### config.mk
export PLATFORM = sky130hd
export DESIGN_NAME = pns_bank
export DESIGN_NICKNAME = d
export VERILOG_FILES = /design/src/pns_pkg.sv /design/src/pns_bank.sv /design/src/pns_nibble_ram.sv /design/src/pns_sample_pack.sv
export VERILOG_INCLUDE_DIRS = /design/src
export SDC_FILE = /design/constraint.sdc
export NUM_CORES = 1
export LEC_CHECK = 0
export BUFFER_PORTS_ARGS = -buffer_cell sky130_fd_sc_hd__buf_2
export CAP_MARGIN = 20
export CORE_MARGIN = 5
export CORE_UTILIZATION = 43
export DETAILED_ROUTE_END_ITERATION = 16
export SLEW_MARGIN = 20
export SYNTH_ARGS = -nofsm -noshare
export SYNTH_HDL_FRONTEND = slang
export SYNTH_SLANG_ARGS = --single-unit
### constraint.sdc
create_clock -name pclk -period 7.48 [get_ports pclk]
set_clock_uncertainty 0.2 [all_clocks]
set_input_delay 1.496 -clock pclk [delete_from_list [all_inputs] [get_ports pclk]]
set_output_delay 1.496 -clock pclk [all_outputs]
set_load 0.02 [all_outputs]
### src/pns_defs.svh
// Offsets, field positions, reset values and limits of the paged nibble register bank
`ifndef PNS_DEFS_SVH
`define PNS_DEFS_SVH

// ---------------------------------------------------------------
// Register indices (byte address is four times the index)
// ---------------------------------------------------------------
`define PNS_IDX_STATUS       7'h00
`define PNS_IDX_E_DIR        7'h01
`define PNS_IDX_A_DIR        7'h02
`define PNS_IDX_A_VAL        7'h03
`define PNS_IDX_C_OUT        7'h04
`define PNS_IDX_B_DIR        7'h05
`define PNS_IDX_B_VAL        7'h06
`define PNS_IDX_SCRATCH1     7'h07
`define PNS_IDX_SMP_XLO      7'h08
`define PNS_IDX_PWM_CTRL     7'h09
`define PNS_IDX_SMP_LO       7'h0A
`define PNS_IDX_SMP_HI       7'h0B
`define PNS_IDX_D_DIR        7'h0C
`define PNS_IDX_D_VAL        7'h0D
`define PNS_IDX_E_VAL        7'h0E
`define PNS_IDX_SCRATCH2     7'h0F
`define PNS_IDX_RSVD_A       7'h10
`define PNS_IDX_FMT_CTRL     7'h11
`define PNS_IDX_RSVD_B       7'h12
`define PNS_IDX_SRAM_LO      7'h20
`define PNS_IDX_SRAM_HI      7'h3F
`define PNS_IDX_PAGE_SEL     7'h40
`define PNS_IDX_BIT_OP       7'h41
`define PNS_IDX_BITOP_LIMIT  6'h0F

// ---------------------------------------------------------------
// Field positions
// ---------------------------------------------------------------
`define PNS_ST_ZERO          0
`define PNS_ST_CARRY         1
`define PNS_ST_PWM_IRQ       2
`define PNS_PC_PWM_EN        0
`define PNS_PC_GIE           1
`define PNS_FC_FMT           1
`define PNS_FC_HYST          2
`define PNS_BO_TGT_MSB       5
`define PNS_BO_BIT_LSB       6
`define PNS_BO_VALUE         8

// ---------------------------------------------------------------
// Reset values
// ---------------------------------------------------------------
`define PNS_RST_NIBBLE       4'h0
`define PNS_RST_DIR_N        4'hF
`define PNS_RST_PAGE         2'h0
`define PNS_RST_FLAGS        3'h0
`define PNS_RST_SAMPLE       12'h000

`endif

### src/pns_pkg.sv
// Types shared by the paged nibble register bank
package pns_pkg;

  // ---------------------------------------------------------------
  // Pin group of the four bidirectional ports
  // ---------------------------------------------------------------
  typedef struct packed {
    logic [3:0] a;  // Port A
    logic [3:0] b;  // Port B
    logic [3:0] d;  // Port D
    logic [3:0] e;  // Port E
  } pns_pins_t;

  // ---------------------------------------------------------------
  // Whole state of the bank
  // ---------------------------------------------------------------
  typedef struct packed {
    logic        pready;          // APB ready
    logic        pslverr;         // APB error
    logic [31:0] prdata;          // APB read data
    logic [2:0]  flags;           // Irq, carry, zero
    pns_pins_t   dir_n;           // Inverted directions (1 = input)
    pns_pins_t   latch;           // Output latches
    logic [3:0]  port_c;          // Port C output
    logic [3:0]  scratch1;        // Scratch nibble one
    logic [3:0]  scratch2;        // Scratch nibble two
    logic [3:0]  smp_xlo;         // Sample extra low
    logic [3:0]  smp_lo;          // Sample low
    logic [3:0]  smp_hi;          // Sample high
    logic        pwm_en;          // PWM output enable
    logic        gie;             // Global irq enable
    logic        fmt_2s;          // Two's complement format
    logic        hyst;            // Hysteresis input enable
    logic [1:0]  page;            // SRAM page select
    logic        bitop_rejected;  // Last bit op refused
    logic [11:0] sample;          // Assembled sample
  } pns_state_t;

endpackage

### src/pns_bank.sv
// Paged nibble register bank with APB access, ports and PWM sample registers
//
// Contract
// (RULE1) 128 SRAM nibbles in four selectable pages
// (RULE2) Software loads page select before SRAM use
// (RULE3) 00H-1FH always reach the special registers
// (RULE4) 20H-3FH reach the selected SRAM page
// (RULE5) SRAM contents are not reset
// (RULE6) Bit set/clear only on 00H-0FH
// (RULE7) Every special register reads/writes whole nibbles
// (RULE8) Scratch nibbles at 07H and 0FH
// (RULE9) Direction bit 1 means output, reset 0000
// (RULE10) Port read gives pins, write sets latch
// (RULE11) Port C output only, resets to 0000
// (RULE12) Status: irq flag, carry, zero; top bits reset
// (RULE13) Control: PWM enable bit0, irq enable bit1
// (RULE14) Eight bit sample: low then high nibble
// (RULE15) Ten bit sample layout from three nibbles
// (RULE16) Twelve bit sample layout from three nibbles
// (RULE17) High nibble bit 3 is the sign
// (RULE18) Format bit: 1 two's complement, reset 0
// (RULE19) Hysteresis enable for port A, reset off
// (RULE20) Software clears the PWM irq flag
// (RULE21) Reserved 10H and 12H ignore writes, read quietly
//
// The implementer's own choice: the APB interface to the registers.
`timescale 1ns/10ps
`include "pns_defs.svh"

module pns_bank (
  input  wire logic              pclk,            // Clock, 50 MHz
  input  wire logic              presetn,         // Async reset, low
  input  wire logic              psel,            // APB select
  input  wire logic              penable,         // APB enable
  input  wire logic              pwrite,          // APB direction
  input  wire logic [31:0]       paddr,           // APB byte address
  input  wire logic [31:0]       pwdata,          // APB write data
  output logic      [31:0]       prdata,          // APB read data
  output logic                   pready,          // APB ready
  output logic                   pslverr,         // APB error
  input  wire pns_pkg::pns_pins_t pin_in,         // Pin levels
  output pns_pkg::pns_pins_t     pin_out,         // Pin drive values
  output pns_pkg::pns_pins_t     pin_oe_n,        // Pin enables, low drives
  output logic      [3:0]        port_c_out,      // Port C pins
  input  wire logic              pwm_irq_event,   // PWM request pulse
  input  wire logic              alu_flag_load,   // Core updates flags
  input  wire logic              alu_carry,       // New carry
  input  wire logic              alu_zero,        // New zero
  input  wire logic              ten_bit_option,  // Ten bit fuse
  input  wire logic              twelve_bit_option, // Twelve bit fuse
  output logic      [11:0]       pwm_sample,      // Assembled sample
  output logic                   sample_sign,     // Sample sign bit
  output logic                   sample_format_select, // Two's format
  output logic                   pwm_output_enable,    // PWM enable
  output logic                   global_irq_enable,    // Irq enable
  output logic                   pwm_irq_flag,         // Irq flag
  output logic                   hysteresis_input_enable, // Port A hysteresis
  output logic      [1:0]        page_select           // Current page
);

  import pns_pkg::*;

  // ---------------------------------------------------------------
  // Declarations
  // ---------------------------------------------------------------
  pns_state_t  st;         // Registered state
  pns_state_t  next_st;    // Next state
  logic [6:0]  acc_idx;    // Register index of access
  logic        addr_ok;    // Address inside the map
  logic        acc_first;  // First access cycle
  logic        acc_done;   // Completing access cycle
  logic        wr_en;      // Nibble write strobe
  logic [6:0]  wr_idx;     // Nibble write index
  logic [3:0]  wr_val;     // Nibble write value
  logic [3:0]  ram_rdata;  // SRAM read nibble
  logic [11:0] asm_sample; // Assembled sample
  logic [5:0]  bo_tgt;     // Bit op target
  logic [1:0]  bo_bit;     // Bit op position
  logic [3:0]  bo_cur;     // Bit op current nibble
  logic [3:0]  bo_new;     // Bit op result nibble
  logic        ram_wr;     // SRAM write strobe

  // ---------------------------------------------------------------
  // Nibble view of a special register
  // ---------------------------------------------------------------
  // Ports show pins on plain reads, latches for bit modify
  function automatic logic [3:0] nib_read(input logic [6:0] idx,
                                          input logic       use_latch);
    logic [3:0] v;
    v = 4'h0;
    unique case (idx)  // (RULE3)
      `PNS_IDX_STATUS:   v = {1'b0, st.flags};                          // (RULE12)
      `PNS_IDX_E_DIR:    v = ~st.dir_n.e;                               // (RULE9)
      `PNS_IDX_A_DIR:    v = ~st.dir_n.a;
      `PNS_IDX_A_VAL:    v = use_latch ? st.latch.a : pin_in.a;         // (RULE10)
      `PNS_IDX_C_OUT:    v = st.port_c;                                 // (RULE11)
      `PNS_IDX_B_DIR:    v = ~st.dir_n.b;
      `PNS_IDX_B_VAL:    v = use_latch ? st.latch.b : pin_in.b;
      `PNS_IDX_SCRATCH1: v = st.scratch1;                               // (RULE8)
      `PNS_IDX_SMP_XLO:  v = use_latch ? st.smp_xlo : 4'h0;
      `PNS_IDX_PWM_CTRL: v = {2'h0, st.gie, st.pwm_en};                 // (RULE13)
      `PNS_IDX_SMP_LO:   v = use_latch ? st.smp_lo : 4'h0;
      `PNS_IDX_SMP_HI:   v = use_latch ? st.smp_hi : 4'h0;
      `PNS_IDX_D_DIR:    v = ~st.dir_n.d;
      `PNS_IDX_D_VAL:    v = use_latch ? st.latch.d : pin_in.d;
      `PNS_IDX_E_VAL:    v = use_latch ? st.latch.e : pin_in.e;
      `PNS_IDX_SCRATCH2: v = st.scratch2;
      `PNS_IDX_FMT_CTRL: v = {1'b0, st.hyst, st.fmt_2s, 1'b0};          // (RULE18)
      `PNS_IDX_PAGE_SEL: v = {2'h0, st.page};
      `PNS_IDX_BIT_OP:   v = {3'h0, st.bitop_rejected};
      default:
      begin
        // SRAM window or reserved slot
        if (idx >= `PNS_IDX_SRAM_LO && idx <= `PNS_IDX_SRAM_HI)
        begin
          v = ram_rdata;                                                // (RULE4)
        end
        else
        begin
          v = 4'h0;                                                     // (RULE21)
        end
      end
    endcase
    return v;
  endfunction

  // ---------------------------------------------------------------
  // APB decode
  // ---------------------------------------------------------------
  assign acc_idx   = paddr[8:2];
  assign addr_ok   = (paddr[31:9] == 23'h0) && (acc_idx <= `PNS_IDX_BIT_OP);
  assign acc_first = psel & penable & ~st.pready;
  assign acc_done  = psel & penable & st.pready;

  // ---------------------------------------------------------------
  // Bit set/clear command
  // ---------------------------------------------------------------
  assign bo_tgt = pwdata[`PNS_BO_TGT_MSB:0];
  assign bo_bit = pwdata[`PNS_BO_BIT_LSB+1:`PNS_BO_BIT_LSB];

  // Read-modify of the addressed nibble
  always_comb
  begin
    bo_cur         = nib_read({1'b0, bo_tgt}, 1'b1);
    bo_new         = bo_cur;
    bo_new[bo_bit] = pwdata[`PNS_BO_VALUE];
  end

  // ---------------------------------------------------------------
  // Single nibble write path
  // ---------------------------------------------------------------
  // Plain writes and accepted bit ops share it
  always_comb
  begin
    wr_en  = 1'b0;
    wr_idx = acc_idx;
    wr_val = pwdata[3:0];
    if (acc_done && pwrite && addr_ok)
    begin
      if (acc_idx == `PNS_IDX_BIT_OP)
      begin
        // Only the low sixteen slots take bit ops
        wr_en  = (bo_tgt <= `PNS_IDX_BITOP_LIMIT);                      // (RULE6)
        wr_idx = {1'b0, bo_tgt};
        wr_val = bo_new;
      end
      else
      begin
        wr_en  = 1'b1;                                                  // (RULE7)
      end
    end
  end

  // SRAM write in the page window only
  assign ram_wr = wr_en && (wr_idx >= `PNS_IDX_SRAM_LO) && (wr_idx <= `PNS_IDX_SRAM_HI);

  // ---------------------------------------------------------------
  // Submodules
  // ---------------------------------------------------------------
  // Four pages of 32 nibbles, page on top bits
  pns_nibble_ram #(
    .DEPTH    (128),
    .WIDTH    (4),
    .IDX_W    (7)
  ) u_ram (
    .pclk     (pclk),
    .wr_en    (ram_wr),
    .wr_index ({st.page, wr_idx[4:0]}),   // (RULE1)
    .wr_data  (wr_val),
    .rd_index ({st.page, acc_idx[4:0]}),  // (RULE4)
    .rd_data  (ram_rdata)
  );

  // Sample layout by fuse options
  pns_sample_pack u_pack (
    .xlo        (st.smp_xlo),
    .lo         (st.smp_lo),
    .hi         (st.smp_hi),
    .ten_bit    (ten_bit_option),
    .twelve_bit (twelve_bit_option),
    .sample     (asm_sample)
  );

  // ---------------------------------------------------------------
  // Next state
  // ---------------------------------------------------------------
  always_comb
  begin
    next_st        = st;
    next_st.sample = asm_sample;                                        // (RULE14)

    // APB answer: one wait state, then ready for a cycle
    next_st.pready = acc_first;
    if (acc_first)
    begin
      next_st.pslverr = ~addr_ok;
      next_st.prdata  = (pwrite || !addr_ok) ? 32'h0 : {28'h0, nib_read(acc_idx, 1'b0)};
    end
    else if (acc_done)
    begin
      next_st.pslverr = 1'b0;
    end

    // Core flag update, overridden by a software write
    if (alu_flag_load)
    begin
      next_st.flags[`PNS_ST_CARRY] = alu_carry;
      next_st.flags[`PNS_ST_ZERO]  = alu_zero;
    end

    // Page select load and bit op outcome
    if (acc_done && pwrite && addr_ok)
    begin
      if (acc_idx == `PNS_IDX_PAGE_SEL)
      begin
        next_st.page = pwdata[1:0];                                     // (RULE1)
      end
      if (acc_idx == `PNS_IDX_BIT_OP)
      begin
        next_st.bitop_rejected = (bo_tgt > `PNS_IDX_BITOP_LIMIT);       // (RULE6)
      end
    end

    // Register writes; common block independent of page
    if (wr_en)
    begin
      unique case (wr_idx)
        `PNS_IDX_STATUS:   next_st.flags     = wr_val[2:0];             // (RULE12)
        `PNS_IDX_E_DIR:    next_st.dir_n.e   = ~wr_val;                 // (RULE9)
        `PNS_IDX_A_DIR:    next_st.dir_n.a   = ~wr_val;
        `PNS_IDX_A_VAL:    next_st.latch.a   = wr_val;                  // (RULE10)
        `PNS_IDX_C_OUT:    next_st.port_c    = wr_val;                  // (RULE11)
        `PNS_IDX_B_DIR:    next_st.dir_n.b   = ~wr_val;
        `PNS_IDX_B_VAL:    next_st.latch.b   = wr_val;
        `PNS_IDX_SCRATCH1: next_st.scratch1  = wr_val;                  // (RULE8)
        `PNS_IDX_SMP_XLO:  next_st.smp_xlo   = wr_val;                  // (RULE15)
        `PNS_IDX_SMP_LO:   next_st.smp_lo    = wr_val;                  // (RULE14)
        `PNS_IDX_SMP_HI:   next_st.smp_hi    = wr_val;                  // (RULE17)
        `PNS_IDX_D_DIR:    next_st.dir_n.d   = ~wr_val;
        `PNS_IDX_D_VAL:    next_st.latch.d   = wr_val;
        `PNS_IDX_E_VAL:    next_st.latch.e   = wr_val;
        `PNS_IDX_SCRATCH2: next_st.scratch2  = wr_val;
        `PNS_IDX_PWM_CTRL:
        begin
          // Enables of PWM and global interrupt
          next_st.pwm_en = wr_val[`PNS_PC_PWM_EN];                      // (RULE13)
          next_st.gie    = wr_val[`PNS_PC_GIE];
        end
        `PNS_IDX_FMT_CTRL:
        begin
          // Format and hysteresis bits
          next_st.fmt_2s = wr_val[`PNS_FC_FMT];                         // (RULE18)
          next_st.hyst   = wr_val[`PNS_FC_HYST];                        // (RULE19)
        end
        default:
        begin
          // Reserved slots and SRAM: no register change
          next_st.flags = next_st.flags;                                // (RULE21)
        end
      endcase
    end

    // Request sets the flag; set wins over a clearing write
    if (pwm_irq_event)
    begin
      next_st.flags[`PNS_ST_PWM_IRQ] = 1'b1;                            // (RULE12)
    end
  end

  // ---------------------------------------------------------------
  // State register
  // ---------------------------------------------------------------
  always_ff @(posedge pclk or negedge presetn)
  begin
    if (!presetn)
    begin
      st                <= '0;
      st.flags          <= `PNS_RST_FLAGS;                              // (RULE12)
      st.dir_n          <= {4{`PNS_RST_DIR_N}};                         // (RULE9)
      st.latch          <= {4{`PNS_RST_NIBBLE}};
      st.port_c         <= `PNS_RST_NIBBLE;                             // (RULE11)
      st.scratch1       <= `PNS_RST_NIBBLE;
      st.scratch2       <= `PNS_RST_NIBBLE;
      st.smp_xlo        <= `PNS_RST_NIBBLE;
      st.smp_lo         <= `PNS_RST_NIBBLE;
      st.smp_hi         <= `PNS_RST_NIBBLE;
      st.pwm_en         <= 1'b0;                                        // (RULE13)
      st.gie            <= 1'b0;
      st.fmt_2s         <= 1'b0;                                        // (RULE18)
      st.hyst           <= 1'b0;                                        // (RULE19)
      st.page           <= `PNS_RST_PAGE;
      st.sample         <= `PNS_RST_SAMPLE;
    end
    else
    begin
      st <= next_st;
    end
  end

  // ---------------------------------------------------------------
  // Outputs, each straight from state
  // ---------------------------------------------------------------
  assign prdata                  = st.prdata;
  assign pready                  = st.pready;
  assign pslverr                 = st.pslverr;
  assign pin_out                 = st.latch;                            // (RULE10)
  assign pin_oe_n                = st.dir_n;                            // (RULE9)
  assign port_c_out              = st.port_c;
  assign pwm_sample              = st.sample;
  assign sample_sign             = st.smp_hi[3];                        // (RULE17)
  assign sample_format_select    = st.fmt_2s;
  assign pwm_output_enable       = st.pwm_en;
  assign global_irq_enable       = st.gie;
  assign pwm_irq_flag            = st.flags[`PNS_ST_PWM_IRQ];
  assign hysteresis_input_enable = st.hyst;
  assign page_select             = st.page;                             // (RULE2)

endmodule // pns_bank

### src/pns_nibble_ram.sv
// Flip-flop nibble store for the paged user SRAM
`timescale 1ns/10ps

module pns_nibble_ram #(
  parameter int DEPTH = 128,  // Nibbles
  parameter int WIDTH = 4,    // Bits per entry
  parameter int IDX_W = 7     // Index width
) (
  input  wire logic             pclk,     // Clock
  input  wire logic             wr_en,    // Write strobe
  input  wire logic [IDX_W-1:0] wr_index, // Write entry
  input  wire logic [WIDTH-1:0] wr_data,  // Write nibble
  input  wire logic [IDX_W-1:0] rd_index, // Read entry
  output logic      [WIDTH-1:0] rd_data   // Read nibble
);

  logic [WIDTH-1:0] mem [DEPTH];  // Storage, no reset

  // ---------------------------------------------------------------
  // One write port per entry; contents stay unset after reset
  // ---------------------------------------------------------------
  for (genvar i = 0; i < DEPTH; i++)
  begin : g_entry
    always_ff @(posedge pclk)
    begin
      if (wr_en && (wr_index == IDX_W'(i)))
      begin
        mem[i] <= wr_data;  // (RULE5)
      end
    end
  end

  // Asynchronous read
  assign rd_data = mem[rd_index];

endmodule // pns_nibble_ram

### src/pns_sample_pack.sv
// Assembles the PWM sample from its three write-only nibbles
`timescale 1ns/10ps

module pns_sample_pack (
  input  wire logic [3:0]  xlo,        // Extra low nibble
  input  wire logic [3:0]  lo,         // Low nibble
  input  wire logic [3:0]  hi,         // High nibble
  input  wire logic        ten_bit,    // Ten bit option
  input  wire logic        twelve_bit, // Twelve bit option
  output logic      [11:0] sample      // Right aligned sample
);

  // ---------------------------------------------------------------
  // Resolution select
  // ---------------------------------------------------------------
  // Twelve bit overrides ten bit; eight bit otherwise
  always_comb
  begin
    if (twelve_bit)
    begin
      sample = {hi, lo, xlo};             // (RULE16)
    end
    else if (ten_bit)
    begin
      sample = {2'h0, hi, lo, xlo[3:2]};  // (RULE15)
    end
    else
    begin
      sample = {4'h0, hi, lo};            // (RULE14)
    end
  end

endmodule // pns_sample_pack

==> flow_metrics.tcl, run 1 <==
set metrics [dict create \
    first_pass_iters 6 \
    fin_cells 2590 \
    synth_top_area_share_pct 59.1 \
    drtAntennaViolNets 0 \
    tns_ns 0 \
    hold_depth 2 \
    htreeDepth 2 \
    clk_pin_slew_ns 0.06 \
    timing.rr.end "u_ram.mem[91][2]" \
    antenna_found_initial 1 \
    power_frac_comb_pct 5.7 \
    crit_start "paddr[4]" \
    die-height_um 256 \
    power.internal_uw 5670 \
    mostFrequentLayoutCell "edfxtp_1" \
    clk_path_buf_depth 3 \
    post_cts_resized 0 \
    vias 15300 \
    core-area_um2 60100 \
    path_class "input port to flip-flop" \
    max_freq_mhz 175 \
    cts_tree "done" \
    via_per_inst 5.91 \
    rows 90 \
    worstHoldStart "pslverr" \
    boundaryPins 181 \
    syn_to_final_growth_pct 11.9 \
    cp.arrival_ns 5.93 \
    clockPowerShare_pct 44.1 \
    start_util_pct 43.2 \
    required_ns 7.69 \
    grt_usage_pct 20.7 \
    final_cell_mix "edfxtp_1 (512), nor2_1 (175), buf_2 (124), mux4_2 (105), nand2_1 (104)" \
    post_cts_buffers 0 \
    avgSynthCellArea_um2 15.4 \
    rr_worst_depth 9 \
    synth_area_leaders "edfxtp_1 (59%), mux4_2 (9.1%), dfrtp_1 (6.5%), mux2i_1 (3.3%), buf_4 (2.6%)" \
    initialDrtViolationCount 1512 \
    cp-start-kind "input port" \
    grt_max_degree 125 \
    nets 1848 \
    ys_seq_area_share_pct 67.3 \
    gp_congestion 0.936 \
    hold_path_class "flip-flop to flip-flop" \
    p_switching_uw 1550 \
    synth_edf_count 512 \
    yosysWarnings 0 \
    finalSetupViolCount 0 \
    hold_violations 0 \
    grt-ovfl-total 0 \
    clk_latency_ns 0.64 \
    async_reset_ff_share_pct 14.1 \
    ys_ff_latch 596 \
    holdBufCountCts 0 \
    syn_area_um2 26000 \
    fin_crit_sh_pct 76.5 \
    synth_ff_type "edfxtp_1" \
    maxCapViolCount 0 \
    min_to "pslverr" \
    drive_above_1_share_pct 24.6 \
    clock_sinks 596 \
    slew_viol_final 0 \
    numPortBuffers 127 \
    die_w_um 256 \
    dp_cells 2478 \
    rr_startpoint "page_select[1]" \
    yosys.area.top_type "edfxtp_1" \
    drc_errors 0 \
    power_uw 7220 \
    numCtsBuffers 59 \
    wire_per_inst_um 26.8 \
    seq_power_share_pct 50.2 \
    first_global_vias 15200 \
    final_core_util_pct 48.4 \
    relSlewSlack_pct 33.3 \
    rsz0062_at_grt "no" \
    synthCells 1687 \
    leakagePower_uw 0.0100 \
    crit_fanout 93 \
    worst-slew-pin-transition_ns 0.993 \
    endpoint_kind "flip-flop" \
    yosysUniqueCellTypes 74 \
    power_density_nw_per_um2 248 \
    dp_hpwl_mm 45.0 \
    grt_pass1_wl_mm 103 \
    sw_frac_of_total_pct 21.5 \
    die-area_um2 65500 \
    rrSetupSlack_ns 3.11 \
    post-route-min-period_ns 5.72 \
    cts-root-buf "clkbuf_16" \
    wl_mm 69.4 \
    ir_drop_uv 192 \
    status "finished clean" \
]
[per-stage QoR]
stage,hold WS (ns),setup WS (ns),instance area [um^2]
global route,0.327,1.62,29100
global placement,0.264,1.32,27000
floorplan,0.250,1.90,26100
CTS,0.299,1.85,29100
detailed placement,0.285,1.17,27000
finish,0.290,1.76,29100
[metal layers]
layer	global-route usage [%]	part of all wire [%]
met1	28.8	41
met2	33.3	48
met3	3.69	7.8
met4	6.87	3.3
met5	0	0
[cell families (layout without fill, tap and decap cells)]
group / Yosys count / in the layout / share of synthesized area [%]
AO/OA/AOI/OAI: 222 / 222 / 5.85
multiplexers: 243 / 243 / 14.8
other: 1 / 29 / 0.0144
flip-flops: 596 / 596 / 67.3
AND/OR/NAND/NOR: 416 / 416 / 7.27
buffers and inverters: 209 / 302 / 4.79
[cells in the mapped netlist (27+ instances only)]
master	instances
a21oi_1	42
clkbuf_1	49
mux2i_1	86
nand2_1	104
o21ai_0	48
mux2_2	50
dfrtp_1	68
nor2_1	177
inv_1	27
edfxtp_1	512
mux4_2	105
buf_4	89
[how the worst max path moves through the flow]
| stage | endpoint | slack (ns) |
|---|---|---|
| 2_1_floorplan | u_ram.mem[0][2] | 1.90 |
| 3_3_place_gp | u_ram.mem[86][2] | 1.32 |
| 3_5_place_dp | u_ram.mem[87][2] | 1.17 |
| 4_1_cts | u_ram.mem[49][2] | 1.85 |
| 5_1_grt | u_ram.mem[49][2] | 1.62 |
| 6_report | u_ram.mem[91][2] | 1.76 |
[final cells by class]
type | instances | area, um^2
antenna | 1 | 2.50
clock buffer | 75 | 1610
clock inverter | 36 | 514
fill | 5086 | 31100
inverter | 28 | 106
multi-input combinational | 909 | 7390
sequential | 596 | 17500
tap | 782 | 978
timing repair buffer | 163 | 983
[power groups by stage]
stage                     Clock (uW)  Combinational [uW]  Sequential, uW
after floorplan                    0                 261            3700
after global placement             0                 402            3700
after detailed placement           0                 408            3700
after CTS                       3240                 408            3630
after global routing            3390                 434            3630
final                           3190                 409            3630
[critical path: stages]
cell and delay [ns]:
buf_2 0.34, buf_4 0.39, or3b_2 0.68, o221ai_1 0.25, a211oi_1 0.09, o2bb2ai_1 0.26, nand4_1 0.34, o21bai_1 0.33
a31oi_4 0.31, clkinv_2 0.10, buf_4 0.70, buf_4 0.48
[sequential cells by signal, summed over array words and instances, names as in the netlist]
name	cells
pwm_sample	12
pready	1
u_ram.mem	512
pwm_output_enable	1
pwm_irq_flag	1
hysteresis_input_enable	1
prdata	4
pin_oe_n	16
global_irq_enable	1
pslverr	1
st	22
pin_out	16
port_c_out	4
page_select	2
sample_format_select	1
sample_sign	1
(Power assumes the default switching activity.)
==> inputs of run 2 (changes only) <==
clock period = 5.7 ns   (was 7.48 ns; I/O delays follow)
==> run 2 against run 1 <==
Clock power up 23%. Critical path depth fell by 1. Die area is the same. Setup slack worse by 0.71 ns. Register-to-register slack worse by 1.0 ns. Utilization is 0.59 points higher. Non-clock buffer count grew 48. Critical endpoint is now u_ram.mem[9][3]. Largest power group unchanged.
==> flow_metrics.tcl, run 2 (synthesized netlist as in run 1, its figures left out) <==
set metrics [dict create \
    status "finished clean" \
    clk_latency_ns 0.64 \
    max_freq_mhz 215 \
    first_global_vias 15600 \
    endpoint_kind "flip-flop" \
    cts-root-buf "clkbuf_16" \
    die-height_um 256 \
    path_class "input port to flip-flop" \
    post_cts_resized 0 \
    grt_pass1_wl_mm 106 \
    wl_mm 72.2 \
    largest_register_ffs 512 \
    numCtsBuffers 59 \
    clock_sinks 596 \
    finalSetupViolCount 0 \
    cp-start-kind "input port" \
    relSlewSlack_pct 40.3 \
    leakagePower_uw 0.0102 \
    power.internal_uw 7230 \
    initialDrtViolationCount 1508 \
    p_switching_uw 2050 \
    grt_usage_pct 21.5 \
    reg.largest.list "u_ram.mem (512), st (22)" \
    antenna_found_initial 1 \
    worst_slack_ns 1.04 \
    core-area_um2 60100 \
    seq_power_share_pct 51.3 \
    slew_viol_final 0 \
    htreeDepth 2 \
    boundaryPins 181 \
    rows 90 \
    sw_frac_of_total_pct 22.1 \
    cts_tree "done" \
    power_density_nw_per_um2 315 \
    met1_length_mm 29.2 \
    clk_pin_slew_ns 0.06 \
    vias 15700 \
    grt-ovfl-total 0 \
    first_pass_iters 5 \
    clockPowerShare_pct 42.4 \
    rsz0062_at_grt "no" \
    via_per_inst 5.94 \
    pre_cts_slack_ns 0.480 \
    power_frac_comb_pct 6.3 \
    drive_above_1_share_pct 26.2 \
    clk_path_buf_depth 3 \
    drtAntennaViolNets 0 \
    top_register "u_ram.mem" \
    crit_fanout 64 \
    gp_congestion 0.896 \
    tns_ns 0 \
    top_layer_used "met4" \
    die-area_um2 65500 \
    syn_to_final_growth_pct 13.2 \
    mostFrequentLayoutCell "edfxtp_1" \
    worst-slew-pin-transition_ns 0.896 \
    wire_per_inst_um 27.4 \
    ir_drop_uv 250 \
    required_ns 5.84 \
    post-route-min-period_ns 4.66 \
    grt_max_degree 84 \
    start_util_pct 43.2 \
    die_w_um 256 \
    hold_violations 0 \
    nets 1896 \
    dp_hpwl_mm 48.8 \
    holdBufCountCts 0 \
    met3_wirelength_mm 6.24 \
    maxCapViolCount 0 \
    hold_path_class "flip-flop to flip-flop" \
    drc_errors 0 \
    numPortBuffers 127 \
    met2_length_mm 33.9 \
    post_cts_buffers 0 \
    cp.arrival_ns 4.80 \
    fin_crit_sh_pct 81.7 \
    final_cell_mix "edfxtp_1 (512), nor2_1 (175), buf_2 (124), mux4_2 (105), nand2_1 (104)" \
]
## run 2: power groups by stage
stage / logic, uW / registers, uW / clock network (uW)
3_3_place_gp: 569 / 4850 / 0
5_1_grt: 616 / 4760 / 4180
2_1_floorplan: 343 / 4860 / 0
6_report: 582 / 4760 / 3930
4_1_cts: 582 / 4760 / 3990
3_5_place_dp: 580 / 4850 / 0
## run 2: path summary, 6_finish.rpt
kind / from / end / slack [ns] / depth (start not counted)
setup / recovery: paddr[2] / u_ram.mem[9][3] / 1.04 / 11
hold / removal: pslverr / pslverr / 0.29 / 2
setup reg to reg: u_ram.mem[74][1] / u_ram.mem[111][1] / 2.08 / 9
hold reg to reg: pslverr / pslverr / 0.29 / 2
max in group asynchronous: presetn / pin_oe_n[8] / 4.02 / 2
min in group asynchronous: presetn / pwm_sample[9] / 0.32 / 1
## run 2: area by class of cell
cell class	count	area [um^2]
antenna	1	2.50
clock buffer	71	1550
clock inverter	40	404
fill	5045	30700
inverter	28	106
multi-input combinational	909	7390
sequential	596	17500
tap	782	978
timing repair buffer	211	1500
## run 2: critical path: stages
cell and delay [ns]:
buf_8 0.51, buf_4 0.36, mux4_2 0.57, a22o_1 0.26, a211oi_1 0.24, a211oi_1 0.09, buf_4 0.17, nor4_2 0.64
a31oi_4 0.17, buf_12 0.21, buf_4 0.24
## run 2: per-layer routing
layer  vias up  GRT usage [%]
met4         0           7.53
met2       841           34.1
met1      7974           30.2
met3       172           3.86
met5         -              0
li1       6682              -
## run 2: through the flow
| step | area [um^2] | total power, uW | utilization, % | instances | hold slack [ns] |
|---|---|---|---|---|---|
| after global routing | 29400 | 9560 | 48.9 | 2638 | 0.315 |
| after CTS | 29400 | 9330 | 48.9 | 2637 | 0.288 |
| after global placement | 27400 | 5420 | 45.6 | 2525 | 0.269 |
| after floorplan | 26100 | 5200 | - | 1714 | 0.250 |
| final | 29400 | 9280 | 48.9 | 2638 | 0.292 |
| after detailed placement | 27500 | 5430 | 45.7 | 2526 | 0.275 |
